## src/rtl/iprf_pkg.sv

```systemverilog
/*
  Package of the interrupt priority and request flag block: register offsets,
  field positions, reset values and the carrier types shared by the block.
  Assumes a 32-bit AXI4-Lite register bus with one register per aligned word.
*/
package iprf_pkg;

  localparam int unsigned NUM_EXT = 6;

  // Byte addresses of the three registers.
  localparam logic [3:0] OFS_PRIO_A = 4'h0;
  localparam logic [3:0] OFS_PRIO_B = 4'h4;
  localparam logic [3:0] OFS_FLAGS = 4'h8;

  // Reset values.
  localparam logic [7:0] RST_PRIO_A = 8'h00;
  localparam logic [7:0] RST_PRIO_B = 8'h00;
  localparam logic [7:0] RST_FLAGS = 8'h00;

  // Field positions in priority_level_a.
  localparam int unsigned BIT_EXT_LINE_0 = 7;
  localparam int unsigned BIT_EXT_LINE_1 = 6;
  localparam int unsigned BIT_EXT_LINES_2_3 = 5;
  localparam int unsigned BIT_EXT_LINES_4_5 = 4;
  localparam int unsigned BIT_WATCHDOG_CONVERTER = 3;
  localparam int unsigned BIT_WIDE_TIMER_CH0 = 2;
  localparam int unsigned BIT_WIDE_TIMER_CH1 = 1;
  localparam int unsigned BIT_WIDE_TIMER_CH2 = 0;

  // Field positions in priority_level_b.
  localparam int unsigned BIT_NARROW_TIMER_CH01 = 7;
  localparam int unsigned BIT_NARROW_TIMER_CH23 = 6;
  localparam int unsigned BIT_SERIAL_CH0 = 3;
  localparam int unsigned BIT_SERIAL_CH1 = 2;

  // Only the low six bits of the flag register are implemented.
  localparam logic [7:0] FLAGS_MASK = 8'h3F;

  // AXI4-Lite responses.
  localparam logic [1:0] RESP_OKAY = 2'h0;
  localparam logic [1:0] RESP_SLVERR = 2'h2;

  // Priority level of every source group, one bit each, 1 is high.
  typedef struct packed {
    logic ext_line_0;
    logic ext_line_1;
    logic ext_lines_2_3;
    logic ext_lines_4_5;
    logic watchdog_converter;
    logic wide_timer_ch0;
    logic wide_timer_ch1;
    logic wide_timer_ch2;
    logic narrow_timer_ch01;
    logic narrow_timer_ch23;
    logic serial_ch0;
    logic serial_ch1;
  } iprf_levels_t;

endpackage : iprf_pkg

```

## src/rtl/iprf_top.sv

```systemverilog
/*
  Interrupt priority registers and external request flag register, reached
  over AXI4-Lite. Assumes pins are synchronous to REF_CLK, and that the sense
  selects and the exception-handling acknowledge come from the controller.
*/
// Notes on behaviour
// - A bit5 sets ext lines 2,3 level.
// - A bit4 sets ext lines 4,5 level.
// - A bit3 sets watchdog and converter level.
// - A bit2 sets wide timer ch0 level.
// - A bit1 sets wide timer ch1 level.
// - A bit0 sets wide timer ch2 level.
// - B bit7 sets narrow timer ch0,1 level.
// - B bit6 sets narrow timer ch2,3 level.
// - B bits 5,4,1,0 are plain storage.
// - B bit3 sets serial ch0 level.
// - B bit2 sets serial ch1 level.
// - B zero on reset and standby.
// - Flags zero on reset and standby.
// - Flag bits 7,6 read zero, ignore writes.
// - Flag writes can only clear.
// - Clear needs prior read of one.
// - Level mode: acknowledge clears if pin high.
// - Edge mode: acknowledge clears at any pin level, unless a fall in that cycle sets it.
// - Level mode: low pin sets flag.
// - Edge mode: falling pin sets flag.
// - A zero on reset and standby.
// - Sense select picks level or edge.
`timescale 1ns/1ps
`default_nettype none
module iprf_top (
  // Clock and reset.
  input wire logic REF_CLK,
  input wire logic RESET,
  input wire logic HW_STANDBY,
  // AXI4-Lite write address and data.
  input wire logic [3:0] S_AXI_AWADDR,
  input wire logic [2:0] S_AXI_AWPROT,
  input wire logic S_AXI_AWVALID,
  output logic S_AXI_AWREADY,
  input wire logic [31:0] S_AXI_WDATA,
  input wire logic [3:0] S_AXI_WSTRB,
  input wire logic S_AXI_WVALID,
  output logic S_AXI_WREADY,
  // AXI4-Lite write response.
  output logic [1:0] S_AXI_BRESP,
  output logic S_AXI_BVALID,
  input wire logic S_AXI_BREADY,
  // AXI4-Lite read.
  input wire logic [3:0] S_AXI_ARADDR,
  input wire logic [2:0] S_AXI_ARPROT,
  input wire logic S_AXI_ARVALID,
  output logic S_AXI_ARREADY,
  output logic [31:0] S_AXI_RDATA,
  output logic [1:0] S_AXI_RRESP,
  output logic S_AXI_RVALID,
  input wire logic S_AXI_RREADY,
  // External request pins, active low, and their sense selects.
  input wire logic [5:0] EXT_REQ_PIN_N,
  input wire logic [5:0] EXT_SENSE_SELECT,
  // One-cycle pulse per line when its exception handling is carried out.
  input wire logic [5:0] EXT_REQ_ACK,
  // Outputs to the arbitration logic.
  output logic [5:0] EXT_REQ_FLAG,
  output iprf_pkg::iprf_levels_t PRIO_LEVELS
);

  logic [7:0] priority_level_a;
  logic [7:0] priority_level_b;
  logic [5:0] external_request_flags;
  logic [5:0] read_one_seen;
  logic [5:0] pin_prev;
  logic aw_held;
  logic w_held;
  logic [3:0] aw_addr;
  logic [7:0] w_data;
  logic w_lane0;

  // Write channel: address and data may be taken in either order.
  wire aw_take = S_AXI_AWVALID && !aw_held && !S_AXI_BVALID;
  wire w_take = S_AXI_WVALID && !w_held && !S_AXI_BVALID;
  wire [3:0] wr_addr = aw_held ? aw_addr : S_AXI_AWADDR;
  wire [7:0] wr_data = w_held ? w_data : S_AXI_WDATA[7:0];
  wire wr_lane0 = w_held ? w_lane0 : S_AXI_WSTRB[0];
  wire wr_fire = (aw_held || aw_take) && (w_held || w_take);
  wire wr_hit = (wr_addr == iprf_pkg::OFS_PRIO_A) || (wr_addr == iprf_pkg::OFS_PRIO_B) ||
                (wr_addr == iprf_pkg::OFS_FLAGS);
  wire wr_en = wr_fire && wr_lane0;
  wire wr_a = wr_en && (wr_addr == iprf_pkg::OFS_PRIO_A);
  wire wr_b = wr_en && (wr_addr == iprf_pkg::OFS_PRIO_B);
  wire wr_f = wr_en && (wr_addr == iprf_pkg::OFS_FLAGS);

  assign S_AXI_AWREADY = !aw_held && !S_AXI_BVALID;
  assign S_AXI_WREADY = !w_held && !S_AXI_BVALID;

  // Read channel.
  wire rd_take = S_AXI_ARVALID && !S_AXI_RVALID;
  wire rd_a = S_AXI_ARADDR == iprf_pkg::OFS_PRIO_A;
  wire rd_b = S_AXI_ARADDR == iprf_pkg::OFS_PRIO_B;
  wire rd_f = S_AXI_ARADDR == iprf_pkg::OFS_FLAGS;
  wire [7:0] rd_value = rd_a ? priority_level_a :
                        rd_b ? priority_level_b :
                        rd_f ? ({2'h0, external_request_flags} & iprf_pkg::FLAGS_MASK) : 8'h00;
  assign S_AXI_ARREADY = !S_AXI_RVALID;

  // Flag set and clear terms.
  wire [5:0] pin_low = ~EXT_REQ_PIN_N;
  wire [5:0] fall = pin_prev & ~EXT_REQ_PIN_N;
  wire [5:0] set_level = ~EXT_SENSE_SELECT & pin_low;
  wire [5:0] set_edge = EXT_SENSE_SELECT & fall;
  wire [5:0] set_any = set_level | set_edge;
  wire [5:0] ack_clr = EXT_REQ_ACK & (EXT_SENSE_SELECT | EXT_REQ_PIN_N);
  // A zero bit clears only where a one was read before; a one bit never sets.
  wire [5:0] sw_clr = wr_f ? (~wr_data[5:0] & read_one_seen) : 6'h00;
  wire [5:0] next_flags = (external_request_flags & ~(ack_clr | sw_clr)) | set_any;
  // A read of the flag register arms clearing for each bit then seen at one.
  wire [5:0] next_read_one = (rd_take && rd_f) ?
                             (read_one_seen | external_request_flags) :
                             (read_one_seen & ~sw_clr & external_request_flags);

  always_ff @(posedge REF_CLK or posedge RESET) begin
    if (RESET) begin
      priority_level_a <= iprf_pkg::RST_PRIO_A;
      priority_level_b <= iprf_pkg::RST_PRIO_B;
    end else if (HW_STANDBY) begin
      priority_level_a <= iprf_pkg::RST_PRIO_A;
      priority_level_b <= iprf_pkg::RST_PRIO_B;
    end else begin
      if (wr_a) begin
        priority_level_a <= wr_data;
      end
      if (wr_b) begin
        priority_level_b <= wr_data;
      end
    end
  end

  always_ff @(posedge REF_CLK or posedge RESET) begin
    if (RESET) begin
      external_request_flags <= iprf_pkg::RST_FLAGS[5:0];
      read_one_seen <= 6'h00;
      pin_prev <= 6'h3F;
    end else if (HW_STANDBY) begin
      external_request_flags <= iprf_pkg::RST_FLAGS[5:0];
      read_one_seen <= 6'h00;
      pin_prev <= EXT_REQ_PIN_N;
    end else begin
      external_request_flags <= next_flags;
      read_one_seen <= next_read_one;
      pin_prev <= EXT_REQ_PIN_N;
    end
  end

  always_ff @(posedge REF_CLK or posedge RESET) begin
    if (RESET) begin
      aw_held <= 1'b0;
      w_held <= 1'b0;
      aw_addr <= 4'h0;
      w_data <= 8'h00;
      w_lane0 <= 1'b0;
      S_AXI_BVALID <= 1'b0;
      S_AXI_BRESP <= iprf_pkg::RESP_OKAY;
    end else begin
      if (wr_fire) begin
        aw_held <= 1'b0;
        w_held <= 1'b0;
        S_AXI_BVALID <= 1'b1;
        S_AXI_BRESP <= wr_hit ? iprf_pkg::RESP_OKAY : iprf_pkg::RESP_SLVERR;
      end else begin
        if (aw_take) begin
          aw_held <= 1'b1;
          aw_addr <= S_AXI_AWADDR;
        end
        if (w_take) begin
          w_held <= 1'b1;
          w_data <= S_AXI_WDATA[7:0];
          w_lane0 <= S_AXI_WSTRB[0];
        end
        if (S_AXI_BVALID && S_AXI_BREADY) begin
          S_AXI_BVALID <= 1'b0;
        end
      end
    end
  end

  always_ff @(posedge REF_CLK or posedge RESET) begin
    if (RESET) begin
      S_AXI_RVALID <= 1'b0;
      S_AXI_RDATA <= 32'h0000_0000;
      S_AXI_RRESP <= iprf_pkg::RESP_OKAY;
    end else if (rd_take) begin
      S_AXI_RVALID <= 1'b1;
      S_AXI_RDATA <= {24'h00_0000, rd_value};
      S_AXI_RRESP <= (rd_a || rd_b || rd_f) ? iprf_pkg::RESP_OKAY : iprf_pkg::RESP_SLVERR;
    end else if (S_AXI_RREADY) begin
      S_AXI_RVALID <= 1'b0;
    end
  end

  assign EXT_REQ_FLAG = external_request_flags;

  // Level outputs; the arbiter serves pending level 1 before level 0.
  assign PRIO_LEVELS.ext_line_0 = priority_level_a[iprf_pkg::BIT_EXT_LINE_0];
  assign PRIO_LEVELS.ext_line_1 = priority_level_a[iprf_pkg::BIT_EXT_LINE_1];
  assign PRIO_LEVELS.ext_lines_2_3 = priority_level_a[iprf_pkg::BIT_EXT_LINES_2_3];
  assign PRIO_LEVELS.ext_lines_4_5 = priority_level_a[iprf_pkg::BIT_EXT_LINES_4_5];
  assign PRIO_LEVELS.watchdog_converter = priority_level_a[iprf_pkg::BIT_WATCHDOG_CONVERTER];
  assign PRIO_LEVELS.wide_timer_ch0 = priority_level_a[iprf_pkg::BIT_WIDE_TIMER_CH0];
  assign PRIO_LEVELS.wide_timer_ch1 = priority_level_a[iprf_pkg::BIT_WIDE_TIMER_CH1];
  assign PRIO_LEVELS.wide_timer_ch2 = priority_level_a[iprf_pkg::BIT_WIDE_TIMER_CH2];
  assign PRIO_LEVELS.narrow_timer_ch01 = priority_level_b[iprf_pkg::BIT_NARROW_TIMER_CH01];
  assign PRIO_LEVELS.narrow_timer_ch23 = priority_level_b[iprf_pkg::BIT_NARROW_TIMER_CH23];
  assign PRIO_LEVELS.serial_ch0 = priority_level_b[iprf_pkg::BIT_SERIAL_CH0];
  assign PRIO_LEVELS.serial_ch1 = priority_level_b[iprf_pkg::BIT_SERIAL_CH1];

  // Protection bits, upper write data bits and upper strobe bits are not used.
  wire unused_ok = &{1'b0, S_AXI_AWPROT, S_AXI_ARPROT, S_AXI_WDATA[31:8], S_AXI_WSTRB[3:1]};

endmodule : iprf_top
`default_nettype wire

```

## config.mk

```make
export PLATFORM = sky130hd
export DESIGN_NAME = iprf_top
export DESIGN_NICKNAME = d
export VERILOG_FILES = /design/src/rtl/iprf_pkg.sv /design/src/rtl/iprf_top.sv
export SDC_FILE = /design/constraint.sdc
export NUM_CORES = 1
export LEC_CHECK = 0
export ABC_AREA = 1
export BUFFER_PORTS_ARGS = -buffer_cell sky130_fd_sc_hd__buf_4
export CAP_MARGIN = 40
export CORE_MARGIN = 5
export CORE_UTILIZATION = 48
export CTS_CLUSTER_SIZE = 28
export DETAILED_ROUTE_END_ITERATION = 10
export GPL_TIMING_DRIVEN = 0
export PLACE_DENSITY = 0.76
export REMOVE_ABC_BUFFERS = 1
export SYNTH_ARGS = -nofsm -noshare
export SYNTH_HDL_FRONTEND = slang
export SYNTH_SLANG_ARGS = --single-unit
```

## constraint.sdc

```tcl
create_clock -name REF_CLK -period 2 [get_ports REF_CLK]
set_input_delay 0.2 -clock REF_CLK [delete_from_list [all_inputs] [get_ports REF_CLK]]
set_output_delay 0.2 -clock REF_CLK [all_outputs]
set_load 0.02 [all_outputs]
```

==> run summary <==
Peak VDD IR - 0.512 mV
Layout cells sized above 1 - 24.9%
Deepest clock path buffer count - 2
CTS root buffer - clkbuf_8
Finished Cell Area - 3980 µm²
Relative slew slack - 52.8%
Post-synthesis mux area share - 0%
P&R area growth vs syn - 24.6%
PwrDens - 1060 nW/µm²
Worst reg2reg setup slack - 0.27 ns
1st-pass router iterations - 4
Post-Syn Area - 3190 µm²
Area leader, netlist - dfrtp_1
First-pass GRT wire length - 12.9 mm
Crit Path Class - register to register
Combinational power share - 30.9%
Leakage - 2.06 nW
Largest net degree at the start of global routing - 33
Sw Share - 35.5%
Iter 0 DRT Violations - 137
Vias in the first global route - 2,808
Number of flops mapped to enable cells by yosys - 0
Compound-Gate Fraction of Synth Area - 13.8%
Fillers - 578
Grt ovf - 0
Adder-cell share of the synthesized area - 0%
Crit. End Element - register
Ys async rst share - 100%
Final WL - 7.41 mm
Power share of the sequential group - 39.7%
R2R Path End - priority_level_a[3]
Final core occ - 62.0%
Tot Pwr - 4.22 mW
RSZ-0062 raised after global routing - no
Worst-Skew Late Latency - 0.33 ns
Synth warn - 0
Core footprint - 6420 µm²
Failing checks - hold timing
Worst Path Required - 2.26 ns
Post-layout min period - 1.73 ns
Max Clk Rate - 579 MHz
Die Ht - 91.6 µm
Clock skew - 0.00462 ns
Tcrit/Tclk final - 86.4%
# DRC - 0
Final #Nets - 552
DP Area - 3690 µm²
Post-synthesis sequential area ratio - 48.0%
Synth cell types - 30
Outcome - complete, but fails checks
Starting Density - 49.7%
Gr usage total - 18.9%
Endpoints failing setup - 0
CP Max Fanout - 17
Clock sinks - 61
Die Width - 91.6 µm
Antenna violations before repair - 0
Synth Area in XOR/XNOR - 0%
Most frequent cell after synthesis - nand2_1
Net Sw Power - 1.50 mW
Synth area leaders - dfrtp_1 43%, nand2_1 9.8%, buf_4 7.1%, inv_1 6.1%, o21ai_0 6.0%
Simple-Gate Fraction of Synth Area - 22.4%
Setup tns final - 0 ns
Int Pwr - 2.73 mW
Fin. Hold Viols - 28
Worst Reg-to-Reg Cells - 7
Cts repair resizes - 0
Top_reg_cell synth - dfrtp_1
Worst-path clk slew - 0.07 ns
Die area - 8390 µm²
Cell count after synthesis - 396
Syn Area/Cell - 8.07 µm²
Post-synth top area share - 43.1%
FF-to-FF Start - w_held
# IOs - 135
Clock power share - 29.4%
Max H-tree Level - 3
Worst Tran Pin Value - 0.707 ns
CTS Buf Count - 9
Via-per-instance ratio - 4.89
Main combinational cell family by area after synthesis - simple AND/OR/NAND/NOR gates
# diodes - 0
Hold WS - -0.0138 ns
Post-synthesis register bit count - 61
Top post-synthesis cells by count - 83 x nand2_1, 55 x dfrtp_1, 52 x inv_1
HPWL Detailed - 5.57 mm
Via Count - 2,729
Final RePlAce weighted congestion - 0.805
I/O Buffers - 75
Routed Antenna Nets - 0
TritonCTS clock tree - done
Hold WC Path Type - input port to asynchronous set/reset pin
Wire per inst - 13.3 µm
Fin. max-slew vios - 0
Site row count - 29
Crit start category - register
Number of max-cap violations - 0
Worst Path Arrival - 1.98 ns
==> worst max-delay path, cell delays in order, from the launching register on <==
cell      delay [ns]
dfrtp_1         0.64
o21bai_4        0.24
nand2_4         0.10
nor2_8          0.20
nand3_4         0.11
nand2_4         0.18
nand2_1         0.09
o21ai_1         0.09
==> metal layers <==
metal | GRT usage [%] | vias up | share of wire [%]
li1 | - | 1351 | -
met1 | 24.1 | 1270 | 43
met2 | 31.3 | 96 | 49
met3 | 3.80 | 12 | 6.6
met4 | 7.79 | 0 | 1.3
met5 | 0 | - | 0
==> through the flow <==
step	cells	setup slack, ns	hold WS (ns)
after floorplan	381	0.297	0.204
after global placement	533	-0.510	0.315
after detailed placement	535	0.0834	0.317
after CTS	557	0.0667	0.00949
after global routing	558	0.0716	0.0525
final	558	0.272	-0.0138
==> how the worst max path moves through the flow <==
stage / start / to / slack, ns / cells after the start
3_3_place_gp: RESET / EXT_REQ_FLAG[0] / -0.51 / 2
4_1_cts: S_AXI_RVALID / read_one_seen[0] / 0.07 / 7
2_1_floorplan: RESET / EXT_REQ_FLAG[0] / 0.30 / 1
3_5_place_dp: S_AXI_RVALID / read_one_seen[0] / 0.08 / 7
6_report: w_held / priority_level_a[3] / 0.27 / 7
5_1_grt: w_held / priority_level_a[3] / 0.07 / 7
==> placed cells by master, fill, tap and decap left out, types with 2 or more instances in the layout <==
| cell | count |
|---|---|
| nand2_1 | 83 |
| buf_4 | 76 |
| dfrtp_1 | 55 |
| inv_1 | 51 |
| o21ai_0 | 38 |
| nor2_1 | 34 |
| nand3_1 | 29 |
| conb_1 | 26 |
| a21oi_1 | 15 |
| clkbuf_8 | 11 |
| o21ai_1 | 9 |
| inv_2 | 6 |
| o21bai_1 | 6 |
| dlygate4sd3_1 | 6 |
| dfstp_2 | 6 |
| a31oi_1 | 4 |
| nand2_2 | 4 |
| nand2_4 | 2 |
| nand3_4 | 2 |
| o21ai_2 | 2 |
| bufinv_16 | 2 |
| clkinv_2 | 2 |
==> cell type report <==
class / instances / area [µm²] / share of cell area [%]
clock inverter: 4 / 70.1 / 1.76
sequential: 61 / 1530 / 38.5
clock buffer: 12 / 155 / 3.90
multi-input combinational: 262 / 1250 / 31.5
timing repair buffer: 84 / 656 / 16.5
tap: 77 / 96.3 / 2.42
inverter: 58 / 218 / 5.47
==> power by group through the flow <==
| stage | combinational [mW] | sequential [mW] | clock [mW] |
|---|---|---|---|
| 5_1_grt | 1.47 | 1.72 | 1.32 |
| 2_1_floorplan | 0.766 | 1.76 | 0 |
| 3_5_place_dp | 1.30 | 1.70 | 0 |
| 4_1_cts | 1.31 | 1.68 | 1.26 |
| 3_3_place_gp | 1.26 | 1.69 | 0 |
| 6_report | 1.31 | 1.68 | 1.24 |
==> registers in the layout (all words and copies together), names as in the netlist <==
signal,flops
S_AXI_RDATA,8
priority_level_b,8
S_AXI_BRESP,1
priority_level_a,8
aw_held,1
S_AXI_RRESP,1
w_data,8
w_lane0,1
S_AXI_RVALID,1
S_AXI_BVALID,1
read_one_seen,6
pin_prev,6
aw_addr,4
w_held,1
EXT_REQ_FLAG,6
==> logic make-up (layout without fill, tap and decap cells) <==
logic type	count (synthesis)	after routing
buffers and inverters	98	158
other	1	26
AO/OA/AOI/OAI	77	77
AND/OR/NAND/NOR	159	159
flip-flops	61	61
==> timing repair <==
item,in CTS,in global routing
endpoints found under the hold margin,6,0
endpoints found under the setup margin,0,6
buffers inserted,0,1
hold buffers,6,0
Note: power is estimated with default switching activity, not from simulation.
